<file path="src/common/pa_pkg.sv">
// Constants shared by the six-bit port A pin logic.
// Assumes a byte-wide register port with a four-bit word address.
package pa_pkg;

    // Bus and port widths.
    localparam int ADDR_W = 4;
    localparam int DATA_W = 8;
    localparam int PORT_W = 6;

    // Register addresses on the plain register port.
    localparam logic [ADDR_W-1:0] OFS_PIN_READ  = 4'h0;
    localparam logic [ADDR_W-1:0] OFS_LATCH     = 4'h1;
    localparam logic [ADDR_W-1:0] OFS_DIRECTION = 4'h2;
    localparam logic [ADDR_W-1:0] OFS_SHARED    = 4'h3;
    localparam logic [ADDR_W-1:0] OFS_WDT_CTRL  = 4'h4;

    // Implemented-bit masks; every other bit reads as zero.
    localparam logic [DATA_W-1:0] PORT_IMPL_MASK = 8'h3f;
    localparam logic [DATA_W-1:0] ANSEL_IMPL_MASK = 8'h9f;
    localparam logic [DATA_W-1:0] ALT_IMPL_MASK = 8'h0f;
    localparam logic [DATA_W-1:0] WDT_IMPL_MASK = 8'h10;

    // Reset values.
    localparam logic [DATA_W-1:0] LATCH_RST = 8'h00;
    localparam logic [DATA_W-1:0] DIR_RST   = 8'h3f;
    localparam logic [DATA_W-1:0] ANSEL_RST = 8'h00;
    localparam logic [DATA_W-1:0] ALT_RST   = 8'h00;
    localparam logic [DATA_W-1:0] WDT_RST   = 8'h00;

    // Field positions.
    localparam int ACCESS_BIT     = 4;
    localparam int ALT_COMPARATOR_REFERENCE_OUTPUT_BIT  = 0;
    localparam int ALT_PMP_BIT    = 1;
    localparam int ALT_TMR_BIT    = 2;
    localparam int ALT_SPARE_BIT  = 3;
    localparam int COMPARATOR_REFERENCE_OUTPUT_PIN      = 2;
    localparam int TIMER_PIN      = 4;
    localparam int PMP_LINE5_PIN  = 4;
    localparam int PMP_LINE4_PIN  = 5;
    localparam int DIGITAL_PIN    = 4;
    localparam int CH4_PIN        = 5;
    localparam int CH4_CFG_BIT    = 4;

endpackage

</file>
<file path="src/design/pa_sync.sv">
// Three-stage input synchroniser with a two-stage agreement filter.
// Assumes the inputs come from pins outside the clock domain.
`timescale 1ns/1ps
module pa_sync #(
    parameter int W = 6
) (
    input  wire logic         ref_clk_i,
    input  wire logic         rst_n_i,
    input  wire logic [W-1:0] async_i,
    output logic      [W-1:0] level_o
);

    logic [W-1:0] s1_q;
    logic [W-1:0] s2_q;
    logic [W-1:0] s3_q;
    logic [W-1:0] level_q;

    // The first stage feeds only the second, so metastability stays contained.
    always_ff @(posedge ref_clk_i) begin
        if (!rst_n_i) begin
            s1_q <= '0;
            s2_q <= '0;
            s3_q <= '0;
        end else begin
            s1_q <= async_i;
            s2_q <= s1_q;
            s3_q <= s2_q;
        end
    end

    // A bit changes only once stages two and three agree.
    genvar g;
    generate
        for (g = 0; g < W; g++) begin : g_bit
            always_ff @(posedge ref_clk_i) begin
                if (!rst_n_i) begin
                    level_q[g] <= 1'b0;
                end else if (s2_q[g] == s3_q[g]) begin
                    level_q[g] <= s3_q[g];
                end
            end
        end
    endgenerate

    assign level_o = level_q;

endmodule

</file>
<file path="src/design/pa_pin_mux.sv">
// Per-pin direction and data selection for one port pin.
// Assumes all inputs are on the core clock; the result is registered by the caller.
`timescale 1ns/1ps
module pa_pin_mux (
    input  wire logic latch_i,
    input  wire logic dir_i,
    input  wire logic analog_i,
    input  wire logic block_i,
    input  wire logic force_in_i,
    input  wire logic alt_drive_i,
    input  wire logic alt_data_i,
    input  wire logic pin_level_i,
    output logic      out_o,
    output logic      oe_o,
    output logic      read_o
);

    // Priority: reference output, peripheral drive, forced input, port direction.
    always_comb begin
        out_o = latch_i;
        oe_o  = 1'b0;
        if (block_i) begin
            out_o = 1'b0;
            oe_o  = 1'b0;
        end else if (alt_drive_i) begin
            out_o = alt_data_i;
            oe_o  = 1'b1;
        end else if (force_in_i) begin
            oe_o  = 1'b0;
        end else begin
            oe_o  = ~dir_i;
        end
    end

    // Analog selection does not touch the output path, only the input path.
    assign read_o = pin_level_i & ~analog_i & ~block_i;

endmodule

</file>
<file path="src/design/pa_port_top.sv">
// Six-bit port A pin logic: output latch, direction, pin read and analog select.
// Assumes a single-master register port and pins resolved outside from out/oe.
// Register map on the word-addressed port, one byte per address:
//   Address 0 is the pin-read register; a write to it lands in the output latch.
//   Address 1 is the output latch and address 2 the direction register, 1 = input.
//   Address 3 holds the analog select while the access bit is set.
//   With the access bit clear, address 3 holds the alternate-function enables.
//   Address 4 is the watchdog control word; only its access bit lives here.
// Alternate enables: bit 0 puts the comparator reference on pin 2, bit 1 turns on
// the parallel port, bit 2 the timer clock input, and bit 3 is a spare.
// Analog select: bits 3 to 0 serve pins 3 to 0 and bit 4 serves pin 5.
// Bit 7 of the analog select is stored only; a set bit means digital.
//
// Timing: a write lands at its strobe edge and reaches the pads one edge later.
// A read answers in the next cycle only, and rdata_o is zero in every other cycle.
// A pin change needs about five edges to reach the pin-read register.
//
// Limitations: the two oscillator pins, the pull-ups and the input buffer
// thresholds are outside this block; analog levels never pass through it,
// only the per-pin mode is reported on analog_sel_o.
`timescale 1ns/1ps
module pa_port_top (
    // Core clock and synchronous reset.
    input  wire logic                         ref_clk_i,
    input  wire logic                         rst_n_i,
    // Register port: one strobe per access, read data one cycle later.
    input  wire logic [pa_pkg::ADDR_W-1:0]    addr_i,
    input  wire logic [pa_pkg::DATA_W-1:0]    wdata_i,
    input  wire logic                         wr_i,
    input  wire logic                         rd_i,
    output logic      [pa_pkg::DATA_W-1:0]    rdata_o,
    // Pad side: raw levels in, registered drive value and drive enable out.
    input  wire logic [pa_pkg::PORT_W-1:0]    pin_in_i,
    output logic      [pa_pkg::PORT_W-1:0]    pin_out_o,
    output logic      [pa_pkg::PORT_W-1:0]    pin_oe_o,
    output logic      [pa_pkg::PORT_W-1:0]    analog_sel_o,
    // Straps and peripheral hookups, all on the core clock.
    input  wire logic                         parallel_port_pin_placement_i,
    input  wire logic                         large_package_i,
    input  wire logic [1:0]                   pmp_data_out_i,
    input  wire logic                         pmp_data_oe_i,
    output logic      [1:0]                   pmp_data_in_o,
    output logic                              timer0_clock_o,
    output logic                              comparator_reference_output_active_o
);
    import pa_pkg::*;

    // Software-visible state. Each register is a full byte so that the read
    // path can mask every one the same way; bits that are never written stay
    // at their reset value and cost nothing once synthesised.
    logic [DATA_W-1:0] latch_q;
    logic [DATA_W-1:0] dir_q;
    logic [DATA_W-1:0] ansel_q;
    logic [DATA_W-1:0] alt_q;
    logic [DATA_W-1:0] wdt_q;
    logic [DATA_W-1:0] rdata_q;

    // Pin-facing state. The selector outputs are combinational per pin, and
    // everything that leaves the block comes from a flop so the pads see no
    // glitches from the priority logic.
    logic [PORT_W-1:0] pin_level;
    logic [PORT_W-1:0] mux_out;
    logic [PORT_W-1:0] mux_oe;
    logic [PORT_W-1:0] mux_read;
    logic [PORT_W-1:0] analog;
    logic [PORT_W-1:0] block;
    logic [PORT_W-1:0] force_in;
    logic [PORT_W-1:0] alt_drive;
    logic [PORT_W-1:0] alt_data;
    logic [PORT_W-1:0] pin_out_q;
    logic [PORT_W-1:0] pin_oe_q;
    logic [PORT_W-1:0] read_q;
    logic [1:0]        pmp_in_q;
    logic              timer_q;

    // Decoded control terms. They are recomputed every cycle from the stored
    // registers and the strobes, so they hold no state of their own.
    logic access_en;
    logic pmp_active;
    logic comparator_reference_output_en;
    logic timer_en;
    logic wr_latch;
    logic wr_dir;
    logic wr_ansel;
    logic wr_alt;
    logic wr_wdt;

    // Write decode; the shared address goes to one of two registers.
    // The access bit is taken from the stored register, so a write that flips
    // it steers shared-address accesses only from the next cycle on.
    always_comb begin
        access_en = wdt_q[ACCESS_BIT];
        wr_latch  = wr_i && ((addr_i == OFS_LATCH) ||
                             (addr_i == OFS_PIN_READ));
        wr_dir    = wr_i && (addr_i == OFS_DIRECTION);
        wr_ansel  = wr_i && (addr_i == OFS_SHARED) && access_en;
        wr_alt    = wr_i && (addr_i == OFS_SHARED) && !access_en;
        wr_wdt    = wr_i && (addr_i == OFS_WDT_CTRL);
    end

    // Output latch; only the six port bits are stored.
    // Writes to either the latch or the pin-read address land here, so
    // software may clear the outputs through whichever name it prefers.
    // Bits 7 and 6 of the write data are dropped.
    always_ff @(posedge ref_clk_i) begin
        if (!rst_n_i) begin
            latch_q <= LATCH_RST;
        end else if (wr_latch) begin
            latch_q <= wdata_i & PORT_IMPL_MASK;
        end
    end

    // Direction register; pins come up as inputs.
    // Coming up as inputs keeps the pads quiet until software has loaded
    // the latch, so no pin ever drives a stale level after reset.
    // Only bits 5 to 0 exist; bits 7 and 6 always read as zero.
    always_ff @(posedge ref_clk_i) begin
        if (!rst_n_i) begin
            dir_q <= DIR_RST;
        end else if (wr_dir) begin
            dir_q <= wdata_i & PORT_IMPL_MASK;
        end
    end

    // Analog-select register; clear bits mean analog, so reset leaves all channels analog.
    // Writes are dropped here while the access bit is clear; the alternate
    // register behind the same address takes them instead.
    // Bit 7 is stored and read back but steers no pin in this block.
    always_ff @(posedge ref_clk_i) begin
        if (!rst_n_i) begin
            ansel_q <= ANSEL_RST;
        end else if (wr_ansel) begin
            ansel_q <= wdata_i & ANSEL_IMPL_MASK;
        end
    end

    // Ordinary register behind the shared address: alternate-function enables.
    // Bit 3 is a spare that stores and reads back but has no effect; keeping
    // it writable lets software use one read-modify-write sequence for all.
    always_ff @(posedge ref_clk_i) begin
        if (!rst_n_i) begin
            alt_q <= ALT_RST;
        end else if (wr_alt) begin
            alt_q <= wdata_i & ALT_IMPL_MASK;
        end
    end

    // Watchdog control register; only the shared-space access bit lives here.
    // The rest of the watchdog control word belongs to other blocks, so its
    // bits read as zero here and a write to them is simply dropped.
    always_ff @(posedge ref_clk_i) begin
        if (!rst_n_i) begin
            wdt_q <= WDT_RST;
        end else if (wr_wdt) begin
            wdt_q <= wdata_i & WDT_IMPL_MASK;
        end
    end

    // Read data is registered so it stands exactly in the cycle after the strobe.
    // Forcing zero outside the answer cycle lets several slaves share one
    // OR-combined read bus without any further gating.
    // Unmapped addresses answer zero.
    always_ff @(posedge ref_clk_i) begin
        if (!rst_n_i) begin
            rdata_q <= '0;
        end else if (rd_i) begin
            case (addr_i)
                OFS_PIN_READ: begin
                    rdata_q <= {2'h0, read_q};
                end
                OFS_LATCH: begin
                    rdata_q <= latch_q & PORT_IMPL_MASK;
                end
                OFS_DIRECTION: begin
                    rdata_q <= dir_q & PORT_IMPL_MASK;
                end
                OFS_SHARED: begin
                    if (access_en) begin
                        rdata_q <= ansel_q & ANSEL_IMPL_MASK;
                    end else begin
                        rdata_q <= alt_q & ALT_IMPL_MASK;
                    end
                end
                OFS_WDT_CTRL: begin
                    rdata_q <= wdt_q & WDT_IMPL_MASK;
                end
                default: begin
                    rdata_q <= '0;
                end
            endcase
        end else begin
            rdata_q <= '0;
        end
    end

    assign rdata_o = rdata_q;

    // Pin levels cross into the clock domain before anything looks at them.
    // The filter adds a cycle on top of the three stages, so software that
    // polls a pin must allow some five edges before a change shows.
    // Reset clears the filter, so every pin reads low until it has settled.
    pa_sync #(
        .W (PORT_W)
    ) u_sync (
        .ref_clk_i (ref_clk_i),
        .rst_n_i   (rst_n_i),
        .async_i   (pin_in_i),
        .level_o   (pin_level)
    );

    // Parallel data needs the placement strap clear and the large package strap set.
    // The straps are static in use, so they are taken without synchronising;
    // changing one on the fly gives a cycle in which pin ownership is mixed.
    // The comparator and timer enables come straight from the alternate register.
    always_comb begin
        pmp_active = alt_q[ALT_PMP_BIT] && !parallel_port_pin_placement_i &&
                     large_package_i;
        comparator_reference_output_en   = alt_q[ALT_COMPARATOR_REFERENCE_OUTPUT_BIT];
        timer_en   = alt_q[ALT_TMR_BIT];
    end

    // Analog mapping: channels 0 to 3 on bits 0 to 3, channel 4 on bit 5, bit 4 digital.
    // Bit 4 has no converter channel and can never be analog, so after reset
    // it is the only pin whose digital input path is open.
    // A set configuration bit means digital, so the inverse gives the analog mask.
    always_comb begin
        analog              = '0;
        analog[3:0]         = ~ansel_q[3:0];
        analog[DIGITAL_PIN] = 1'b0;
        analog[CH4_PIN]     = ~ansel_q[CH4_CFG_BIT];
    end

    // Per-pin overrides from the comparator reference, timer and parallel port.
    // Only bits 2, 4 and 5 have alternate functions; the other pins keep all
    // four override terms at zero and behave as plain port pins.
    always_comb begin
        block                = '0;
        force_in             = '0;
        alt_drive            = '0;
        alt_data             = '0;
        // Bit 2: the comparator reference takes the pad away from the port.
        block[COMPARATOR_REFERENCE_OUTPUT_PIN]     = comparator_reference_output_en;
        // Bits 4 and 5: timer and parallel inputs leave the direction bit out.
        force_in[TIMER_PIN]  = timer_en || pmp_active;
        force_in[PMP_LINE4_PIN] = pmp_active;
        // The parallel port drives both data lines whenever it asks to.
        alt_drive[PMP_LINE5_PIN] = pmp_active && pmp_data_oe_i;
        alt_drive[PMP_LINE4_PIN] = pmp_active && pmp_data_oe_i;
        alt_data[PMP_LINE5_PIN]  = pmp_data_out_i[1];
        alt_data[PMP_LINE4_PIN]  = pmp_data_out_i[0];
    end

    // One pin selector per bit.
    // Keeping the selector per pin means every pin resolves its priority the
    // same way, and a new alternate function touches only the override terms.
    genvar g;
    generate
        for (g = 0; g < PORT_W; g++) begin : g_pin
            pa_pin_mux u_mux (
                .latch_i     (latch_q[g]),
                .dir_i       (dir_q[g]),
                .analog_i    (analog[g]),
                .block_i     (block[g]),
                .force_in_i  (force_in[g]),
                .alt_drive_i (alt_drive[g]),
                .alt_data_i  (alt_data[g]),
                .pin_level_i (pin_level[g]),
                .out_o       (mux_out[g]),
                .oe_o        (mux_oe[g]),
                .read_o      (mux_read[g])
            );
        end
    endgenerate

    // Pin drivers are registered; reset leaves every pin undriven.
    // The register costs one cycle of latency but keeps the pads clear of
    // glitches while the priority terms settle.
    always_ff @(posedge ref_clk_i) begin
        if (!rst_n_i) begin
            pin_out_q <= '0;
            pin_oe_q  <= '0;
        end else begin
            pin_out_q <= mux_out;
            pin_oe_q  <= mux_oe;
        end
    end

    // Pin-read value; analog pins read as zero, so reset reads zero on them.
    // The value is refreshed every cycle rather than on a read strobe, so a
    // read returns a level that is at most one cycle old.
    // Pins under the comparator reference read as zero as well.
    always_ff @(posedge ref_clk_i) begin
        if (!rst_n_i) begin
            read_q <= '0;
        end else begin
            read_q <= mux_read;
        end
    end

    // Peripheral inputs take the filtered pin level regardless of direction.
    // A peripheral may therefore watch its own drive on the pad; the parallel
    // inputs read zero while the pins are not handed to the parallel port.
    always_ff @(posedge ref_clk_i) begin
        if (!rst_n_i) begin
            pmp_in_q <= '0;
            timer_q  <= 1'b0;
        end else begin
            pmp_in_q <= pmp_active ?
                        {pin_level[PMP_LINE5_PIN], pin_level[PMP_LINE4_PIN]} : 2'h0;
            timer_q  <= timer_en && pin_level[TIMER_PIN];
        end
    end

    // Analog selection also needs the pin set as an input; keeping the
    // direction bit set is left to software, this block only reports the mode.
    assign analog_sel_o   = analog;

    // Pad drive value and drive enable.
    assign pin_out_o      = pin_out_q;
    assign pin_oe_o       = pin_oe_q;

    // Peripheral-side results.
    assign pmp_data_in_o  = pmp_in_q;
    assign timer0_clock_o = timer_q;
    assign comparator_reference_output_active_o = comparator_reference_output_en;

endmodule

</file>
<file path="config.mk">
export PLATFORM = sky130hd
export DESIGN_NAME = pa_port_top
export DESIGN_NICKNAME = d
export VERILOG_FILES = /design/src/common/pa_pkg.sv /design/src/design/pa_sync.sv /design/src/design/pa_pin_mux.sv /design/src/design/pa_port_top.sv
export SDC_FILE = /design/constraint.sdc
export NUM_CORES = 1
export LEC_CHECK = 0
export CAP_MARGIN = 20
export CORE_UTILIZATION = 45
export CTS_BUF_LIST = sky130_fd_sc_hd__clkbuf_16
export DETAILED_ROUTE_END_ITERATION = 6
export DONT_BUFFER_PORTS = 1
export GPL_ROUTABILITY_DRIVEN = 0
export PLACE_DENSITY_LB_ADDON = 0.3
export SLEW_MARGIN = 20
export SYNTH_ARGS = -nofsm -noshare
export SYNTH_HDL_FRONTEND = slang
export SYNTH_SLANG_ARGS = --single-unit
</file>
<file path="constraint.sdc">
create_clock -name ref_clk_i -period 1.4 [get_ports ref_clk_i]
set_input_delay 0.14 -clock ref_clk_i [delete_from_list [all_inputs] [get_ports ref_clk_i]]
set_output_delay 0.14 -clock ref_clk_i [all_outputs]
set_load 0.01 [all_outputs]
</file>
==> results_dict.tcl, run 1 <==
set metrics [dict create \
    p_clk_share_pct 49.7 \
    holdPathEnd "rdata_o[2]" \
    timing.critical_path.slowest_stage_cell "or4b_4" \
    syn_area_mm2 0.002765 \
    dieArea_mm2 0.006463 \
    final_util_pct 57.02 \
    wl_met2_mm 2.630 \
    p_sw_share_pct 19.82 \
    final_common_cell "dfxtp_1" \
    routed_wl_mm 5.803 \
    coreArea_mm2 0.005921 \
    whs_path_depth 3 \
    syn_inst 277 \
    placementRows 28 \
    cts_max_level 3 \
    critPathTopFamily "simple AND/OR/NAND/NOR gates" \
    io_pins 57 \
    period_needed_ns 1.300 \
    grt_max_degree 50 \
    initial_utilization_pct 46.70 \
    routedWlPerCell_um 15.31 \
    worstPathMaxFanout 14 \
    slowest_delay_ns 0.56 \
    maxSlewViolCount 0 \
    syn_area_per_cell_um2 9.982 \
    r2r_setup_slack_ns 0.14 \
    min_path_type "in2reg" \
    clock_path_buffers 2 \
    drt_first_iter_violations 103 \
    cts_resized 0 \
    drive_gt1_share_pct 10.53 \
    drtPass1Iterations 4 \
    syn2layout_area_growth_pct 22.08 \
    fin_nets 326 \
    crit_type "in2reg" \
    reg2reg_to "rdata_o[0]" \
    worst-r2r-cell-count 3 \
    rsz0062_at_grt "false" \
    grt_pass1_wl_mm 9.156 \
    routed.top_layer "met4" \
    seqPwrFrac_pct 46.1 \
    root_buffer "clkbuf_16" \
    antenna_found_initial 0 \
    synth_cell_types 34 \
    worstPathRequired_ns 1.62 \
    worstSetupStartpointType "primary input" \
    synth-warning-count 0 \
    cts.sinks 75 \
    die_h_um 80.39 \
    vdd_ir_drop_max_v 0.0008379 \
    fin_hold_ws_ns 0.01718 \
    path_buf_inv 1 \
    drc 0 \
    outcome "complete, no violations" \
    p_comb_share_pct 4.2 \
    grt-ovfl-total 0 \
    ant_nets 0 \
    clk_pin_slew_ns 0.06 \
    p_int_mw 3.814 \
    vias 2013 \
    power_density_mw_per_mm2 1409 \
    die_w_um 80.39 \
    worstHoldStart "addr_i[3]" \
    endpoint_kind "flop" \
    dp_hpwl_mm 3.528 \
    cts_tree "done" \
    io_buffers 0 \
    fillers 495 \
    grtUsageTotal_pct 19.48 \
    final.setup_skew_ns 0.005557 \
    arrival_ns 1.52 \
    viasPerCell 5.311 \
    clock_latency_ns 0.33 \
    wl_met1_mm 2.792 \
    rr_startpoint "wdt_q[4]" \
    setup_viol 0 \
    yosysSeqAreaShare_pct 54.30 \
    min_period_over_period_pct 92.85 \
    yosys_register_bits 75 \
    switching_power_uw 943.0 \
    grt_pass1_vias 1826 \
    worstPathCellList "or4b_4 -> o21ai_0 -> nand3_1 -> dlygate4sd3_1" \
    wl_met3_um 283 \
    power_leakage_nw 1.325 \
    antennaDiodeCount 0 \
    final.setup.tns_ns 0 \
    fmax_ghz 0.7693 \
    numCtsBuffers 9 \
    maxCapViolations 0 \
    hold_violations 0 \
    final_cell_mix "75 x dfxtp_1, 27 x dlygate4sd3_1, 26 x nand2_1" \
]
registers in the layout, summed over array words and instances (netlist names):
signal / flops
wdt_q: 1
u_sync.s3_q: 6
dir_q: 6
rdata_o: 7
read_q: 6
timer0_clock_o: 1
ansel_q: 6
u_sync.s1_q: 6
pin_out_o: 6
u_sync.level_o: 6
latch_q: 6
pin_oe_o: 6
pmp_data_in_o: 2
alt_q: 4
u_sync.s2_q: 6
metal layers:
metal | track usage [%] | vias up
met2 | 30.68 | 60
met4 | 9.643 | 0
met3 | 6.136 | 9
li1 | - | 987
met5 | 0 | -
met1 | 23.82 | 957
worst reg2reg max path, stage by stage (launching register included):
cell and delay [ns]:
dfxtp_1 0.51, mux2_2 0.38, a32oi_1 0.17, a21oi_1 0.08
worst max path at each step:
stage | startpoint | end | slack (ns) | cells past startpoint
2_1_floorplan | wdt_q[4] | rdata_o[0] | 0.16 | 4
3_3_place_gp | wdt_q[4] | rdata_o[0] | 0.18 | 3
3_5_place_dp | wdt_q[4] | rdata_o[0] | 0.15 | 3
4_1_cts | addr_i[0] | dir_q[3] | 0.13 | 4
5_1_grt | addr_i[0] | dir_q[3] | 0.06 | 4
6_report | addr_i[0] | dir_q[3] | 0.10 | 4
per-stage QoR:
stage / instances / power [mW] / area (um^2) / setup WS [ns]
final: 379 / 4.757 / 3376 / 0.1001
after global routing: 379 / 4.920 / 3376 / 0.05563
after CTS: 379 / 4.803 / 3376 / 0.1258
after detailed placement: 335 / 2.350 / 2776 / 0.1474
after global placement: 335 / 2.348 / 2776 / 0.1779
after floorplan: 278 / 2.366 / 2769 / 0.1569
kinds of logic (layout without fill, tap and decap cells):
family / after synthesis / in the layout / synth area share (%)
compound gates: 39 / 39 / 8.055
flops: 75 / 75 / 54.30
other cells: 1 / 2 / 0.1356
simple gates: 107 / 107 / 22.62
mux: 24 / 24 / 9.005
buf+inv: 31 / 57 / 5.882
power groups by stage:
stage	Sequential [mW]	Clock [mW]	Combinational [mW]
floorplan	2.23	0	0.135
global placement	2.24	0	0.111
detailed placement	2.24	0	0.113
CTS	2.19	2.41	0.199
global route	2.20	2.51	0.215
finish	2.19	2.37	0.200
cells in the mapped netlist:
cell type / count / share of area [%]
buf_2: 4 / 0.72
o21a_1: 1 / 0.27
o21ai_0: 15 / 2.7
mux2i_1: 17 / 6.2
mux2_2: 7 / 2.9
and2_1: 23 / 5.2
and4b_1: 1 / 0.36
buf_6: 2 / 0.81
buf_4: 7 / 1.9
nor4b_4: 1 / 0.86
a21oi_1: 15 / 2.7
a31o_2: 1 / 0.32
or4_1: 1 / 0.27
clkbuf_1: 9 / 1.2
nand2_1: 26 / 3.5
or4b_4: 1 / 0.50
nor2_1: 14 / 1.9
dfxtp_1: 75 / 54
nor3_1: 3 / 0.54
and3_1: 6 / 1.4
inv_1: 9 / 1.2
o211ai_1: 1 / 0.27
nand3_2: 2 / 0.72
nand4_1: 2 / 0.45
nand4b_1: 1 / 0.32
and4bb_1: 1 / 0.45
nor3b_1: 2 / 0.54
a32oi_1: 3 / 0.95
or3_1: 1 / 0.23
nand3_1: 15 / 2.7
and3b_1: 5 / 1.6
a22oi_1: 3 / 0.81
conb_1: 1 / 0.14
nor4b_2: 2 / 1.1
layout make-up:
| cell class | instances | area [um^2] | area share, % |
|---|---|---|---|
| Timing Repair Buffer | 32 | 332.8 | 9.859 |
| Sequential cell | 75 | 1501 | 44.48 |
| Inverter | 9 | 33.78 | 1.001 |
| Clock buffer | 9 | 225.2 | 6.672 |
| Clock inverter | 7 | 83.83 | 2.483 |
| Multi-Input combinational cell | 172 | 1105 | 32.73 |
| Tap cell | 75 | 93.84 | 2.780 |
repair_timing:
item / in CTS / in global routing
buffers inserted: 0 / 0
hold buffers: 28 / 0
hold endpoints to repair: 55 / 0
Note: power is estimated with default switching activity, not from simulation.
==> run 2: changes to the inputs <==
ABC_AREA = 1   (was default)
==> results_dict.tcl, run 2 <==
set metrics [dict create \
    syn2layout_area_growth_pct 20.61 \
    worst-r2r-cell-count 3 \
    clk_pin_slew_ns 0.06 \
    r2r_setup_slack_ns 0.26 \
    initial_utilization_pct 48.04 \
    fin_nets 407 \
    maxSlewViolCount 0 \
    drtPass1Iterations 4 \
    timing.critical_path.slowest_stage_cell "dlygate4sd3_1" \
    cts_tree "done" \
    power_leakage_nw 1.627 \
    io_buffers 0 \
    final_util_pct 57.94 \
    syn_inst 362 \
    setup_viol 0 \
    clock_latency_ns 0.33 \
    final.setup.tns_ns 0 \
    crit_type "in2reg" \
    drc 0 \
    ys_top_cells_by_count "90 x nand2_1, 75 x dfxtp_1, 62 x nor2_1, 45 x inv_1, 31 x nand3_1" \
    drive_gt1_share_pct 7.013 \
    antennaDiodeCount 0 \
    rr_startpoint "dir_q[0]" \
    worstPathMaxFanout 7 \
    root_buffer "clkbuf_16" \
    vias 2167 \
    grt_max_degree 51 \
    clock_path_buffers 2 \
    grtUsageTotal_pct 19.54 \
    min_period_over_period_pct 91.97 \
    largest_reg_flops 7 \
    synth-warning-count 0 \
    ys.flop_type "dfxtp_1" \
    syn_area_per_cell_um2 7.531 \
    dieArea_mm2 0.006374 \
    final.setup_skew_ns 0.005329 \
    hold_violations 0 \
    rsz0062_at_grt "false" \
    io_pins 57 \
    synth_cell_types 20 \
    yosysMostFrequentCell "nand2_1" \
    reg2reg_to "dir_q[0]" \
    numCtsBuffers 9 \
    worstPathCellList "nor2_1 -> nand3_2 -> inv_2 -> nand2_1 -> nand3_1 -> dlygate4sd3_1" \
    arrival_ns 1.56 \
    routed_wl_mm 5.654 \
    cts.sinks 75 \
    routedWlPerCell_um 12.37 \
    worstSetupStartpointType "primary input" \
    yosysSeqAreaShare_pct 55.07 \
    grt_pass1_vias 1955 \
    fillers 539 \
    grt-ovfl-total 0 \
    final_cell_mix "90 x nand2_1, 75 x dfxtp_1, 62 x nor2_1" \
    die_w_um 79.84 \
    fin_hold_ws_ns 0.007354 \
    placementRows 27 \
    slowest_delay_ns 0.54 \
    min_path_type "in2reg" \
    whs_path_depth 2 \
    cts_max_level 3 \
    antenna_found_initial 0 \
    power_density_mw_per_mm2 1501 \
    synth_area_leaders "dfxtp_1 55%, nand2_1 12%, nor2_1 8.5%" \
    yosysTopAreaCellShare_pct 55.07 \
    yosys_register_bits 75 \
    holdPathEnd "latch_q[5]" \
    maxCapViolations 0 \
    dp_hpwl_mm 3.702 \
    drt_first_iter_violations 97 \
    grt_pass1_wl_mm 9.287 \
    multiInputGateArea_um2 953.4 \
    vdd_ir_drop_max_v 0.0007995 \
    ant_nets 0 \
    synthArstFlopShare_pct 0 \
    worstHoldStart "wdata_i[5]" \
    die_h_um 79.84 \
    syn_area_mm2 0.002726 \
    synth_edf_count 0 \
    viasPerCell 4.742 \
    coreArea_mm2 0.005675 \
    worstPathRequired_ns 1.67 \
    final_common_cell "nand2_1" \
    ff_latch_area_mm2 0.001501 \
    yosysTopAreaCell "dfxtp_1" \
    outcome "complete, no violations" \
    postCtsSetupBuffers 0 \
    fmax_ghz 0.7767 \
    period_needed_ns 1.288 \
    endpoint_kind "flop" \
]
==> run 2: per-layer routing <==
metal / up-vias / GRT usage [%] / wire, um
met1: 957 / 23.87 / 2596
met3: 7 / 5.714 / 312
met2: 64 / 31.28 / 2659
li1: 1139 / - / -
met5: - / 0 / 0
met4: 0 / 9.464 / 85
==> run 2: cells by family after synthesis <==
logic type,after synthesis,share of synthesized area (%)
simple gates,192,29.19
flops,75,55.07
buf+inv,65,10.10
compound gates,29,5.507
other cells,1,0.1375
==> run 2: worst max-delay path, delay by kind of cell <==
family                 cells  cell delay [ns]
buffers and inverters      2             0.72
AND/OR/NAND/NOR            4             0.69
==> run 2: how the worst max path moves through the flow <==
| stage | slack [ns] | from | endpoint | cells after the start |
|---|---|---|---|---|
| after global placement | 0.19 | addr_i[3] | latch_q[4] | 5 |
| final | 0.11 | addr_i[3] | dir_q[0] | 6 |
| after detailed placement | 0.15 | addr_i[3] | latch_q[1] | 5 |
| after global routing | 0.05 | addr_i[3] | dir_q[0] | 6 |
| after floorplan | 0.35 | wdt_q[4] | rdata_o[0] | 6 |
| after CTS | 0.14 | addr_i[3] | dir_q[0] | 6 |
==> run 2: power by group <==
part	internal (mW)	switching [mW]
combinational	0.0805	0.117
sequential	2.18	0.0251
clock	1.72	0.815
==> run 2: metrics by stage <==
| stage | worst slack [ns] | cell area (um^2) | cells | power, mW |
|---|---|---|---|---|
| 2_1_floorplan | 0.3477 | 2730 | 363 | 2.363 |
| 3_3_place_gp | 0.1854 | 2755 | 422 | 2.367 |
| 3_5_place_dp | 0.1501 | 2755 | 422 | 2.373 |
| 4_1_cts | 0.1432 | 3288 | 457 | 4.978 |
| 5_1_grt | 0.05106 | 3288 | 457 | 5.086 |
| 6_report | 0.1125 | 3288 | 457 | 4.935 |
==> run 2: repair_timing <==
action                    4_1_cts  5_1_grt
hold endpoints to repair       53        0
gates resized for setup         0        0
hold buffers                   19        0
==> run 2: final cells by class <==
cell class	instances	area share, %
sequential	75	45.66
multi-input combinational	223	29.00
timing repair buffer	23	7.002
clock buffer	9	6.849
inverter	48	5.479
clock inverter	7	3.272
tap	72	2.740
==> run 3: changes to the inputs <==
clock period = 1.1 ns   (was 1.4 ns; I/O delays follow)
==> results_dict.tcl, run 3 (same netlist as run 2, synthesis figures left out) <==
set metrics [dict create \
    numCtsBuffers 9 \
    die_h_um 79.84 \
    final.setup.tns_ns 0 \
    vdd_ir_drop_max_v 0.001255 \
    viasPerCell 4.669 \
    fmax_ghz 0.9718 \
    slowest_delay_ns 0.55 \
    root_buffer "clkbuf_16" \
    largest_reg_flops 7 \
    seqPwrFrac_pct 48.5 \
    ff_latch_area_mm2 0.001503 \
    whs_path_depth 2 \
    rr_startpoint "u_sync.s1_q[4]" \
    placementRows 27 \
    cts.sinks 75 \
    fillers 513 \
    grt_pass1_vias 1991 \
    dieArea_mm2 0.006374 \
    p_sw_share_pct 20.27 \
    syn2layout_area_growth_pct 22.12 \
    min_period_over_period_pct 93.55 \
    drt_first_iter_violations 83 \
    coreArea_mm2 0.005675 \
    crit_type "reg2reg" \
    holdPathEnd "pin_oe_o[5]" \
    timing.critical_path.slowest_stage_cell "dlygate4sd3_1" \
    io_buffers 0 \
    p_comb_share_pct 4.6 \
    worstHoldStart "pmp_data_oe_i" \
    min_path_type "in2reg" \
    worstPathCellList "nand2_1 -> dlygate4sd3_1 -> inv_1" \
    antennaDiodeCount 0 \
    maxSlewViolCount 0 \
    outcome "finished with violations" \
    final_common_cell "nand2_1" \
    io_pins 57 \
    cts_tree "done" \
    reg2reg_to "u_sync.s2_q[4]" \
    drive_gt1_share_pct 8.906 \
    p_clk_share_pct 47.0 \
    drc 0 \
    die_w_um 79.84 \
    p_int_mw 4.615 \
    hold_violations 1 \
    worstPathMaxFanout 1 \
    power_leakage_nw 1.631 \
    fin_hold_ws_ns -0.004154 \
    violations "hold timing" \
    grt_pass1_wl_mm 8.949 \
    fin_nets 415 \
    stdcell_count 465 \
    switching_power_mw 1.174 \
    vias 2171 \
    power_mw 5.789 \
    clock_latency_ns 0.32 \
    power_density_mw_per_mm2 1739 \
    maxCapViolations 0 \
    endpoint_kind "flop" \
    grt_max_degree 44 \
    multiInputGateArea_um2 960.9 \
    worst-r2r-cell-count 3 \
    grtUsageTotal_pct 18.87 \
    routedWlPerCell_um 11.55 \
    worstSetupStartpointType "flop" \
    antenna_found_initial 0 \
    dp_hpwl_mm 3.652 \
    rsz0062_at_grt "false" \
    setup_viol 0 \
    final_cell_mix "90 x nand2_1, 74 x dfxtp_1, 61 x nor2_1" \
    routed_wl_mm 5.370 \
    initial_utilization_pct 48.04 \
    drtPass1Iterations 5 \
    r2r_setup_slack_ns 0.07 \
    cts_max_level 3 \
    period_needed_ns 1.029 \
    ant_nets 0 \
    clk_pin_slew_ns 0.05 \
    final.setup_skew_ns 0.004606 \
    arrival_ns 1.25 \
    place_inst 427 \
    clock_path_buffers 2 \
    worstPathRequired_ns 1.32 \
    grt-ovfl-total 0 \
]
-- run 3: changes by cell type in the layout (fill, tap and decap cells not counted), sizes merged --
cell,change
buf,+5
dlygate4sd3,+3
bufinv,-2
clkinv,+1
clkinvlp,+1
-- run 3: metrics by stage --
step                utilization, %  worst slack (ns)  instance area [um^2]
floorplan                        -           0.04771                  2730
global placement             49.43           0.03553                  2805
detailed placement           49.43           0.02561                  2805
CTS                          58.51           0.04293                  3321
global route                 58.66           0.01603                  3329
finish                       58.66           0.07100                  3329
-- run 3: cell type report --
cell class	count	share of cell area (%)
clock buffers	9	6.764
clock inverters	7	1.804
inverters	48	5.412
multi-input cells	223	28.86
flip-flops and latches	75	45.13
well taps	72	2.706
repair buffers	31	9.320
-- run 3: timing repair --
| item | in CTS | in global routing |
|---|---|---|
| setup buffers | 0 | 0 |
| endpoints found under the setup margin | 0 | 9 |
| resized for setup | 0 | 3 |
| endpoints found under the hold margin | 60 | 0 |
| hold buffers | 22 | 0 |
-- run 3: power by group through the flow --
stage / Combinational (mW) / Clock [mW] / Sequential [mW]
floorplan: 0.152 / 0 / 2.86
global placement: 0.163 / 0 / 2.86
detailed placement: 0.167 / 0 / 2.86
CTS: 0.266 / 2.80 / 2.80
global route: 0.299 / 2.93 / 2.81
finish: 0.266 / 2.72 / 2.81
-- run 3: worst max path at each step --
stage,start,to,cells after the start
after floorplan,wdt_q[4],rdata_o[1],6
after global placement,addr_i[3],latch_q[4],6
after detailed placement,addr_i[3],latch_q[0],6
after CTS,wdt_q[4],rdata_o[2],6
after global routing,wdt_q[4],rdata_o[2],7
final,u_sync.s1_q[4],u_sync.s2_q[4],3
-- run 3: metal layers --
| layer | wire, um | vias up | GRT usage [%] |
|---|---|---|---|
| met3 | 351 | 6 | 8.000 |
| met5 | 0 | - | 0 |
| li1 | - | 1154 | - |
| met1 | 2299 | 947 | 21.64 |
| met4 | 69 | 0 | 6.071 |
| met2 | 2650 | 64 | 31.54 |
-- run 3: critical path: cells and delay by family, from the launching register on --
family | cells | cell delay (ns)
buffers and inverters | 2 | 0.59
flip-flops | 1 | 0.29
AND/OR/NAND/NOR | 1 | 0.05
